### config.mk
export PLATFORM = sky130hd
export DESIGN_NAME = adc_gpio_sync_error_pins
export DESIGN_NICKNAME = d
export VERILOG_FILES = /design/src/hw/adc_pin_pkg.sv /design/src/hw/serial_reg_port.sv /design/src/hw/adc_gpio_sync_error_pins.sv
export VERILOG_INCLUDE_DIRS = /design/src /design/src/hw
export SDC_FILE = /design/constraint.sdc
export NUM_CORES = 1
export LEC_CHECK = 0
export ABC_AREA = 1
export ABC_CLOCK_PERIOD_IN_PS = 1600
export BUFFER_PORTS_ARGS = -buffer_cell sky130_fd_sc_hd__buf_4
export CAP_MARGIN = 10
export CORE_UTILIZATION = 45
export DETAILED_ROUTE_END_ITERATION = 7
export PLACE_DENSITY = 0.73
export SLEW_MARGIN = 20
export SYNTH_ARGS = -nofsm -noshare
export SYNTH_HDL_FRONTEND = slang
export SYNTH_SLANG_ARGS = --single-unit
### constraint.sdc
create_clock -name clk_i -period 1.6 [get_ports clk_i]
set_input_delay 0.08 -clock clk_i [delete_from_list [all_inputs] [get_ports clk_i]]
set_output_delay 0.08 -clock clk_i [all_outputs]
set_load 0.02 [all_outputs]
### src/hw/adc_pin_params.svh
`ifndef ADC_PIN_PARAMS_SVH
`define ADC_PIN_PARAMS_SVH

// register addresses and reset value
`define GPC_ADDR 6'h06
`define ID_ADDR 6'h07
`define GPC_RESET 16'h0800

// configuration field positions
`define GPC_OUT23_EN 13
`define GPC_SELECTOR 12
`define GPC_HOLD_EN 11
`define GPC_FAULT_MODE_HI 10
`define GPC_FAULT_MODE_LO 9
`define GPC_FAULT_DATA 8
`define GPC_OUT3_LEVEL 7
`define GPC_OUT2_LEVEL 6
`define GPC_PIN1_IN_EN 5
`define GPC_PIN0_IN_EN 4
`define GPC_PIN1_OUT_EN 3
`define GPC_PIN0_OUT_EN 2
`define GPC_PIN1_LEVEL 1
`define GPC_PIN0_LEVEL 0

// serial frame layout: command byte then 16 data bits, msb first
`define CMD_WEN_BIT 7
`define CMD_READ_BIT 6
`define CMD_BITS 8
`define FRAME_BITS 24

`endif

### src/hw/adc_pin_pkg.sv
package adc_pin_pkg;

  // error pin modes
  typedef enum logic [1:0] {
    FAULT_OFF = 2'b00,
    FAULT_INPUT = 2'b01,
    FAULT_OPEN_DRAIN = 2'b10,
    FAULT_OUTPUT = 2'b11
  } fault_mode_type;

  // serial frame phases
  typedef enum logic [1:0] {
    PHASE_COMMAND = 2'b00,
    PHASE_DATA = 2'b01,
    PHASE_DONE = 2'b10
  } phase_type;

endpackage : adc_pin_pkg

### src/hw/serial_reg_port.sv
`timescale 1ns/10ps
`include "adc_pin_params.svh"

module serial_reg_port (
  // clock and reset
  input wire logic clk_i,
  input wire logic reset_i,
  // serial pins, sampled on clk_i
  input wire logic sclk_i,
  input wire logic cs_n_i,
  input wire logic mosi_i,
  output logic miso_o,
  // register side
  output logic [5:0] addr_o,
  output logic wr_pulse_o,
  output logic [15:0] wr_data_o,
  input wire logic [15:0] rd_data_i
);

  adc_pin_pkg::phase_type phase_reg, phase_next;
  logic sclk_prev_reg;
  logic [4:0] count_reg;
  logic [15:0] shift_reg;
  logic read_reg;
  logic load_reg;
  logic miso_reg;

  wire sclk_rise = sclk_i & ~sclk_prev_reg;
  wire sclk_fall = ~sclk_i & sclk_prev_reg;
  wire [4:0] count_inc = count_reg + 5'h01;
  wire last_cmd = sclk_rise && (count_inc == 5'(`CMD_BITS));
  wire last_data = sclk_rise && (count_inc == 5'(`FRAME_BITS));
  // a command without the enable bit low is not ours; the frame is then skipped
  wire cmd_ok = ~shift_reg[`CMD_WEN_BIT - 1];
  // in a read data phase the word only shifts out on falls, never in on rises
  wire read_phase = (phase_reg == adc_pin_pkg::PHASE_DATA) && read_reg;

  // phase walk: command, then data, then idle until select rises
  always_comb begin
    phase_next = phase_reg;
    unique case (phase_reg)
      adc_pin_pkg::PHASE_COMMAND: begin
        if (last_cmd) begin
          phase_next = cmd_ok ? adc_pin_pkg::PHASE_DATA : adc_pin_pkg::PHASE_DONE;
        end
      end
      adc_pin_pkg::PHASE_DATA: begin
        if (last_data) begin
          phase_next = adc_pin_pkg::PHASE_DONE;
        end
      end
      adc_pin_pkg::PHASE_DONE: phase_next = adc_pin_pkg::PHASE_DONE;
      default: phase_next = adc_pin_pkg::PHASE_COMMAND;
    endcase
    if (cs_n_i) begin
      phase_next = adc_pin_pkg::PHASE_COMMAND;
    end
  end

  // shifter: sample on rising clock edge, present on falling edge
  always_ff @(posedge clk_i) begin
    sclk_prev_reg <= reset_i ? 1'b1 : sclk_i;
    if (reset_i || cs_n_i) begin
      phase_reg <= adc_pin_pkg::PHASE_COMMAND;
      count_reg <= 5'h00;
      shift_reg <= 16'h0000;
      read_reg <= 1'b0;
      load_reg <= 1'b0;
      miso_reg <= 1'b0;
      addr_o <= 6'h00;
      wr_pulse_o <= 1'b0;
    end else begin
      phase_reg <= phase_next;
      wr_pulse_o <= 1'b0;
      if (sclk_rise) begin
        count_reg <= count_inc;
      end
      load_reg <= last_cmd;
      if (last_cmd) begin
        addr_o <= {shift_reg[4:0], mosi_i};
        read_reg <= shift_reg[`CMD_READ_BIT - 1];
      end else if (load_reg) begin
        shift_reg <= rd_data_i; // one cycle late, so the read mux already sees the new address
      end else if (sclk_rise && !read_phase) begin
        shift_reg <= {shift_reg[14:0], mosi_i};
      end else if (sclk_fall && phase_reg == adc_pin_pkg::PHASE_DATA && read_reg) begin
        miso_reg <= shift_reg[15];
        shift_reg <= {shift_reg[14:0], 1'b0};
      end
      if (last_data && phase_reg == adc_pin_pkg::PHASE_DATA && !read_reg) begin
        wr_pulse_o <= 1'b1;
      end
    end
  end

  assign miso_o = miso_reg;
  // write data is the word just shifted in, held stable for the pulse
  assign wr_data_o = shift_reg;

endmodule : serial_reg_port

### src/hw/adc_gpio_sync_error_pins.sv
`timescale 1ns/10ps
`include "adc_pin_params.svh"

module adc_gpio_sync_error_pins #(
  parameter int ERROR_BITS = 4,
  parameter logic [15:0] PART_ID = 16'h1230 // arbitrary value
) (
  // clock and reset
  input wire logic clk_i,
  input wire logic reset_i,
  // serial register port
  input wire logic sclk_i,
  input wire logic cs_n_i,
  input wire logic mosi_i,
  output logic miso_o,
  // channel sequencer side
  input wire logic [2:0] channel_index_i,
  input wire logic channel_switch_i,
  input wire logic multi_channel_i,
  input wire logic alternate_hold_mode_i,
  input wire logic [ERROR_BITS-1:0] status_error_bits_i,
  output logic modulator_reset_o,
  output logic conversion_wait_o,
  output logic pin_error_flag_o,
  // hold pin, active low
  input wire logic hold_n_i,
  // general pin zero
  input wire logic general_pin_zero_i,
  output logic general_pin_zero_o,
  output logic general_pin_zero_oe_n_o,
  // general pin one
  input wire logic general_pin_one_i,
  output logic general_pin_one_o,
  output logic general_pin_one_oe_n_o,
  // general outputs two and three
  output logic general_output_two_o,
  output logic general_output_two_oe_n_o,
  output logic general_output_three_o,
  output logic general_output_three_oe_n_o,
  // error pin
  input wire logic fault_pin_i,
  output logic fault_pin_o,
  output logic fault_pin_oe_n_o
);

  logic [15:0] config_reg;
  logic [5:0] addr;
  logic wr_pulse;
  logic [15:0] wr_data;
  logic [15:0] rd_data;
  logic hold_wait_reg;

  // serial slave: host reaches both registers through it
  serial_reg_port port_u (
    .clk_i(clk_i),
    .reset_i(reset_i),
    .sclk_i(sclk_i),
    .cs_n_i(cs_n_i),
    .mosi_i(mosi_i),
    .miso_o(miso_o),
    .addr_o(addr),
    .wr_pulse_o(wr_pulse),
    .wr_data_o(wr_data),
    .rd_data_i(rd_data)
  );

  // field decode
  wire outputs_two_three_enable = config_reg[`GPC_OUT23_EN];
  wire external_selector_control = config_reg[`GPC_SELECTOR];
  wire hold_input_enable = config_reg[`GPC_HOLD_EN];
  wire [1:0] fault_mode_bits = config_reg[`GPC_FAULT_MODE_HI:`GPC_FAULT_MODE_LO];
  wire fault_pin_data = config_reg[`GPC_FAULT_DATA];
  wire output_three_level = config_reg[`GPC_OUT3_LEVEL];
  wire output_two_level = config_reg[`GPC_OUT2_LEVEL];
  wire pin_one_input_enable = config_reg[`GPC_PIN1_IN_EN];
  wire pin_zero_input_enable = config_reg[`GPC_PIN0_IN_EN];
  wire pin_one_output_enable = config_reg[`GPC_PIN1_OUT_EN];
  wire pin_zero_output_enable = config_reg[`GPC_PIN0_OUT_EN];
  wire pin_one_level = config_reg[`GPC_PIN1_LEVEL];
  wire pin_zero_level = config_reg[`GPC_PIN0_LEVEL];

  wire fault_is_input = fault_mode_bits == adc_pin_pkg::FAULT_INPUT;
  wire fault_is_open_drain = fault_mode_bits == adc_pin_pkg::FAULT_OPEN_DRAIN;
  wire fault_is_output = fault_mode_bits == adc_pin_pkg::FAULT_OUTPUT;

  // register writes; bits 15 and 14 are not kept and read as zero
  wire config_write = wr_pulse && (addr == `GPC_ADDR);
  wire [15:0] config_mask = 16'h3FFF;

  always_ff @(posedge clk_i) begin
    if (reset_i) begin
      config_reg <= `GPC_RESET;
    end else if (config_write) begin
      config_reg <= wr_data & config_mask;
    end
  end

  // readback: input modes show the pins, write-only levels show zero
  wire rd_fault_data = fault_is_input ? fault_pin_i : fault_pin_data;
  wire rd_pin_one = pin_one_input_enable ? general_pin_one_i : pin_one_level;
  wire rd_pin_zero = pin_zero_input_enable ? general_pin_zero_i : pin_zero_level;
  wire [15:0] config_view = {config_reg[15:9], rd_fault_data, 2'b00,
                             config_reg[5:2], rd_pin_one, rd_pin_zero};

  // read mux; the identification word cannot be written
  assign rd_data = (addr == `GPC_ADDR) ? config_view :
                   (addr == `ID_ADDR) ? PART_ID :
                   16'h0000;

  // pin one and zero drive: selector takes them over for the channel index
  wire pin_zero_drive = external_selector_control | pin_zero_output_enable;
  wire pin_one_drive = external_selector_control | pin_one_output_enable;
  wire pin_zero_value = external_selector_control ? channel_index_i[0] : pin_zero_level;
  wire pin_one_value = external_selector_control ? channel_index_i[1] : pin_one_level;

  // outputs two and three need their enable; selector also owns output two
  wire out_two_drive = external_selector_control | outputs_two_three_enable;
  wire out_two_value = external_selector_control ? channel_index_i[2] : output_two_level;
  wire out_three_drive = outputs_two_three_enable;
  wire out_three_value = output_three_level;

  // error pin: open drain only ever pulls low, general output drives both levels
  wire any_status_error = |status_error_bits_i;
  wire fault_drive = fault_is_output | (fault_is_open_drain & any_status_error);
  wire fault_value = fault_is_output ? fault_pin_data : 1'b0;

  // sensed error pin is active low and only counts in input mode
  wire fault_sensed = fault_is_input & ~fault_pin_i;

  // hold pin: plain mode resets at once, alternate mode only stalls a switch
  wire alternate_active = alternate_hold_mode_i & multi_channel_i;
  wire plain_hold = hold_input_enable & ~alternate_active & ~hold_n_i;
  wire hold_wait_set = hold_input_enable & alternate_active & channel_switch_i & ~hold_n_i;
  wire hold_wait_clear = hold_n_i | ~hold_input_enable | ~alternate_active;

  // the wait holds until the pin rises, the hold enable drops or alternate mode ends; a new switch with the pin low wins
  always_ff @(posedge clk_i) begin
    if (reset_i) begin
      hold_wait_reg <= 1'b0;
    end else if (hold_wait_set) begin
      hold_wait_reg <= 1'b1;
    end else if (hold_wait_clear) begin
      hold_wait_reg <= 1'b0;
    end
  end

  // all pin and status outputs registered; one cycle from pins to outputs
  always_ff @(posedge clk_i) begin
    if (reset_i) begin
      general_pin_zero_o <= 1'b0;
      general_pin_zero_oe_n_o <= 1'b1;
      general_pin_one_o <= 1'b0;
      general_pin_one_oe_n_o <= 1'b1;
      general_output_two_o <= 1'b0;
      general_output_two_oe_n_o <= 1'b1;
      general_output_three_o <= 1'b0;
      general_output_three_oe_n_o <= 1'b1;
      fault_pin_o <= 1'b0;
      fault_pin_oe_n_o <= 1'b1;
      pin_error_flag_o <= 1'b0;
      modulator_reset_o <= 1'b0;
      conversion_wait_o <= 1'b0;
    end else begin
      general_pin_zero_o <= pin_zero_value;
      general_pin_zero_oe_n_o <= ~pin_zero_drive;
      general_pin_one_o <= pin_one_value;
      general_pin_one_oe_n_o <= ~pin_one_drive;
      general_output_two_o <= out_two_value;
      general_output_two_oe_n_o <= ~out_two_drive;
      general_output_three_o <= out_three_value;
      general_output_three_oe_n_o <= ~out_three_drive;
      fault_pin_o <= fault_value;
      fault_pin_oe_n_o <= ~fault_drive;
      pin_error_flag_o <= fault_sensed;
      modulator_reset_o <= plain_hold;
      conversion_wait_o <= hold_wait_set | (hold_wait_reg & ~hold_wait_clear);
    end
  end

  // the sequencer pass limit of eight channels is the host's to respect

endmodule : adc_gpio_sync_error_pins

==> Yosys cells after proc, flatten, opt, wreduce, memory -nomap -nowiden <==
Index checks and enable logic that the tools add are counted.
{ "word_totals": {"rom_bits": 0, "out_inout_bits": 14, "regBits": 62, "input_bits": 19, "latchBits": 0, "n_memories": 0, "ram_bits": 0, "wordCells": 109} }
{ "op_classes": {"shifts": 0, "n_reduce_logical": 21, "div": 0, "muxes": 18, "n_mul": 0, "add_sub_neg": 1, "eq_ne": 11, "bitwise": 34, "n_lt_le_gt_ge": 0} }
{ "op_table": {"columns": ["op", "n"], "rows": [
  ["16-bit two-way mux", 3],
  ["1-bit inverter", 16],
  ["14-bit two-way mux", 1],
  ["13-bit two-way mux", 1],
  ["6-bit by 3-bit == test with 1-bit output, second input constant", 2],
  ["1-bit AND", 11],
  ["1-bit logical AND", 9],
  ["1-bit two-way mux", 9],
  ["1-bit bitwise OR", 7],
  ["2-bit == test, second input constant", 3],
  ["2-bit two-way mux", 3],
  ["2-bit case mux with 3 select lines", 1],
  ["5-bit by 1-bit adder with 5-bit output, second input constant", 1],
  ["5-bit by 4-bit == test with 1-bit output, second input constant", 1],
  ["5-bit == test, second input constant", 1],
  ["2-bit by 1-bit == test with 1-bit output, second input constant", 2],
  ["2-bit by 1-bit inequality test with 1-bit output, second input constant", 2],
  ["2-bit AND reduction", 2],
  ["4-bit AND reduction", 1],
  ["2-bit OR reduction", 2],
  ["4-bit OR reduction", 1],
  ["3-bit nonzero test", 1],
  ["1-bit zero test", 2],
  ["2-bit zero test", 1],
  ["2 further kinds", 2]
]} }

==> Longest topological paths before layout <==
{ "depth": {"ltp_word": 7, "ltp_mapped": 12} }

==> By module <==
From an unflattened synthesis, not the netlist that was laid out.
{ "unflattened": {"hier_cells": 419, "hier_area_um2": 2976.6} }
{ "modules_own_cells": {"columns": ["mod", "n_inst", "seq_area_each_um2", "area_each_um2", "cells_per_inst"], "rows": [
  ["serial_reg_port", 1, 680.7, 1727.9, 237],
  ["adc_gpio_sync_error_pins", 1, 560.5, 1248.7, 182]
]} }

==> Worst setup path before layout <==
OpenSTA, ideal clock, no wires.
{ "synth_path": {"kind": "flip-flop to flip-flop", "from": "register port_u.count_reg[0]", "to": "register port_u.shift_reg[2] (netlist: port_u.wr_data_o[2])", "slack_ns": 0.142, "setup_ns": 0.116, "arrival_ns": 1.342, "stages_incl_launch_ff": 12, "n_path_buf": 1, "cell_sequence": "dfxtp_1 > ha_1 > inv_1 > nand2_1 > nand3_2 > nor2_1 > nand2_1 > nand2_2 > inv_2 > buf_4 > nor2_1 > nor2_1"} }
{ "synth_via": {"elab_chain_len": 5} }
{ "synth_lines": {"columns": ["element", "line", "source"], "rows": [
  ["start: declaration", "serial_reg_port.sv:22", "logic [4:0] count_reg;"],
  ["start signal: assignment", "serial_reg_port.sv:76", "count_reg <= count_inc;"],
  ["5-bit by 1-bit adder with 5-bit output", "serial_reg_port.sv:30", "wire [4:0] count_inc = count_reg + 5'h01;"],
  ["5-bit by 4-bit == test with 1-bit output", "serial_reg_port.sv:31", "wire last_cmd = sclk_rise && (count_inc == 5'(`CMD_BITS));"],
  ["1-bit logical AND", "serial_reg_port.sv:31", null],
  ["1-bit inverter (no line)", null, null],
  ["2-bit AND reduction (no line)", null, null],
  ["end signal: assignment", "serial_reg_port.sv:83", "shift_reg <= rd_data_i;"],
  ["end signal: assignment", "serial_reg_port.sv:85", "shift_reg <= {shift_reg[14:0], mosi_i};"],
  ["end signal: assignment", "serial_reg_port.sv:88", "shift_reg <= {shift_reg[14:0], 1'b0};"],
  ["end: declaration", "serial_reg_port.sv:23", "logic [15:0] shift_reg;"]
]} }
Every way passes these cells.
A chain may end at the register's enable or synchronous reset.

==> Worst setup path after layout <==
{ "layout_path": {"from": "register port_u.count_reg[0]", "to": "register port_u.shift_reg[14] (netlist: port_u.wr_data_o[14])"} }
Same word-level chain as after synthesis.

==> flow_summary.yaml <==
synthesis:
  synth_cell_types: 28
  syn_nets: 382
  synth-compound-area-share: 0.1469
  synthTopCellsByArea: "dfxtp_1, nand2_1, nor2_1"
  synth_seq_cells: 62
  avgSynthCellArea_sq_um: 7.210
  synth-main-ff-cell: "dfxtp_1"
  ys_seq_area_frac: 0.4809
  synth_mux_area_frac: 0
  syn-instance-count: 358
  synth_top_family_by_area: "simple AND/OR/NAND/NOR gates"
  synth_top_area_share: 0.4809
  yosys.area_share.simple: 0.2656
  yosysTopAreaCell: "dfxtp_1"
  synthXorXnorAreaFrac: 0
  synth_fa_ha_area_frac: 0.02424
  syn-cell-area_sq_um: 2581
  synth-warning-count: 0
  async_flop_share: 0
  synth-edff-count: 0
worst_setup_path:
  cp.required_ns: 1.88
  slowest_stage: "dfxtp_2"
  path_cells: "buf_4 > ha_2 > nand3_2 > nor2_2 > nand2_2 > nand2_4 > inv_2 > buf_12 > nand2_1 > nand2_1 > nor2_1"
  cp-start-kind: "register"
  crit_path_max_incr_delay_ns: 0.35
  cpMostUsedCell: "nand2_1"
  critical_path_class: "register to register"
  critPathBufInv: 3
  critPathTopFamily: "simple AND/OR/NAND/NOR gates"
  cp_max_fo: 13
  arrival_ns: 1.75
  cp-end-kind: "register"
sta:
  setup_violations: 0
  finClkSkew_ns: 0.006803
  hold_viol: 0
  setup_ws_ns: 0.1338
  tightest_slew_ns: 0.6219
  fmax_mhz: 682.0
  finalCriticalPeriod_ns: 1.466
  tns_ns: 0
  max-slew-margin-rel: 0.5850
  finalCritPeriodShare: 0.9164
  rsz0062_at_grt: "yes"
  drv_slew: 0
  hold_ws_ns: 0.009152
clock_tree:
  clk_pin_slew_ns: 0.07
  h-tree-depth: 3
  cts_root_buffer: "clkbuf_8"
  cts.sinks: 62
  insertion_delay_ns: 0.34
  cts-buffers-inserted: 9
  cts_tree: "built"
  clockBufferDepth: 2
cells_and_area:
  finalNetCount: 440
  drive_above_1_share: 0.2043
  num_antenna_cells: 0
  fillers: 496
  largest_register_ffs: 16
  areaGrowthSynthToFinish_pct: 29.28
  final_util: 0.6060
hold_path:
  hold_class: "primary input to register"
grt:
  antenna_found_initial: 0
  grt_overflow_total: 0
  grt_pass1_wl_um: 10270
  grt_pass1_vias: 2388
  gr-usage-all-layers: 0.2190
  grt_start_max_net_pins: 25
routing:
  ant_nets: 0
  drc: 0
  first_pass_iters: 4
  drt_iter0_drc: 109
  vias: 2420
  via_per_inst: 4.909
  routed_wl_um: 5847
  avgRoutedWirePerCell_um: 11.86
power_and_ir_drop:
  total_power_mw: 3.180
  p_per_area_nw_per_um2: 952.9
  power_leakage_nw: 1.408
  irDropWorstVdd_uv: 576.9
die:
  io_pins: 33
  die_w_um: 77.74
  rows: 27
  die-area_sq_um: 6043
  chipHeight_um: 77.74
  core_sq_um: 5507
  start_util: 0.4688
placement:
  gp_congestion: 0.8747
  dpl_worst_slack_ns: 0.05302
  portBuffers: 32
  dpl.hpwl_um: 4064
job:
  max_cap_violations: 0
outcome:
  status: "complete, no violations"
## final timing paths
kind,start,end,slack [ns],cells past startpoint
worst max-delay path,port_u.count_reg[0]$_SDFFE_PP0P_,port_u.wr_data_o[14]$_SDFFE_PP0P_,0.13,11
worst max register to register,port_u.count_reg[0]$_SDFFE_PP0P_,port_u.wr_data_o[14]$_SDFFE_PP0P_,0.13,11
worst min register to register,config_reg[13]$_SDFFE_PP0P_,general_output_three_oe_n_o$_SDFF_PP1_,0.42,1
worst min-delay path,channel_switch_i,conversion_wait_o$_SDFF_PP0_,0.009,3
## per-stage QoR
| stage | instances | area [sq um] |
|---|---|---|
| final | 493 | 3337 |
| after global routing | 493 | 3337 |
| after CTS | 492 | 3284 |
| after detailed placement | 468 | 2995 |
| after global placement | 468 | 2995 |
| after floorplan | 358 | 2581 |
## worst reg2reg max path, cell delays in order, from the launching register on
cell	delay, ns
dfxtp_2	0.35
buf_4	0.13
ha_2	0.17
nand3_2	0.09
nor2_2	0.10
nand2_2	0.09
nand2_4	0.08
inv_2	0.06
buf_12	0.14
nand2_1	0.06
nand2_1	0.04
nor2_1	0.10
## area by class of cell
| class | instances | area [sq um] | share of cell area |
|---|---|---|---|
| sequential | 62 | 1247 | 0.3738 |
| clock buffer | 12 | 155.1 | 0.04649 |
| clock inverter | 4 | 53.80 | 0.01612 |
| timing repair buffer | 58 | 484.2 | 0.1451 |
| multi-input combinational | 248 | 1162 | 0.3483 |
| inverter | 37 | 143.9 | 0.04312 |
| tap | 72 | 90.09 | 0.02700 |
## cell families after synthesis
kind of cell / count (synthesis)
AO/OA/AOI/OAI: 74
adder cells (fa/ha/maj): 5
buffers and inverters: 48
flip-flops: 62
AND/OR/NAND/NOR: 169
## cell usage after synthesis, types with 2 or more instances
library cell,count
dfxtp_1,62
nand4_1,3
nand2_2,2
clkbuf_1,4
o22ai_1,2
nand3_1,6
nor2_2,2
nor2_1,69
or2_2,2
a21oi_1,23
inv_2,2
nor4_1,2
nand2_1,79
buf_4,4
inv_1,33
o21ai_0,46
nor3_1,2
ha_1,5
## layer usage
layer	global-route usage	vias to the layer above	wire, um
li1	-	1252	-
met1	0.2592	1112	2753
met2	0.3681	43	2740
met3	0.05412	13	208
met4	0.1075	0	145
met5	0	-	0
## layout by cell type, fill, tap and decap left out, types with 5 or more instances in the layout
master and n:
dlygate4sd3_1 8, nand3_1 5, nor2_1 68, a21oi_1 23, dfxtp_1 59, buf_4 47
nand2_1 76, inv_1 33, o21ai_0 45, clkbuf_8 11
## power breakdown
part | switching (mW) | internal, mW
logic | 0.0851 | 0.0846
clock network | 0.634 | 0.810
registers | 0.0111 | 1.56
## timing repair
action,CTS,global route
endpoints found under the setup margin,0,25
resized for setup,0,15
setup buffers,0,1
endpoints found under the hold margin,7,0
hold buffers,8,0
No activity file was read; power rests on OpenSTA's default activity.
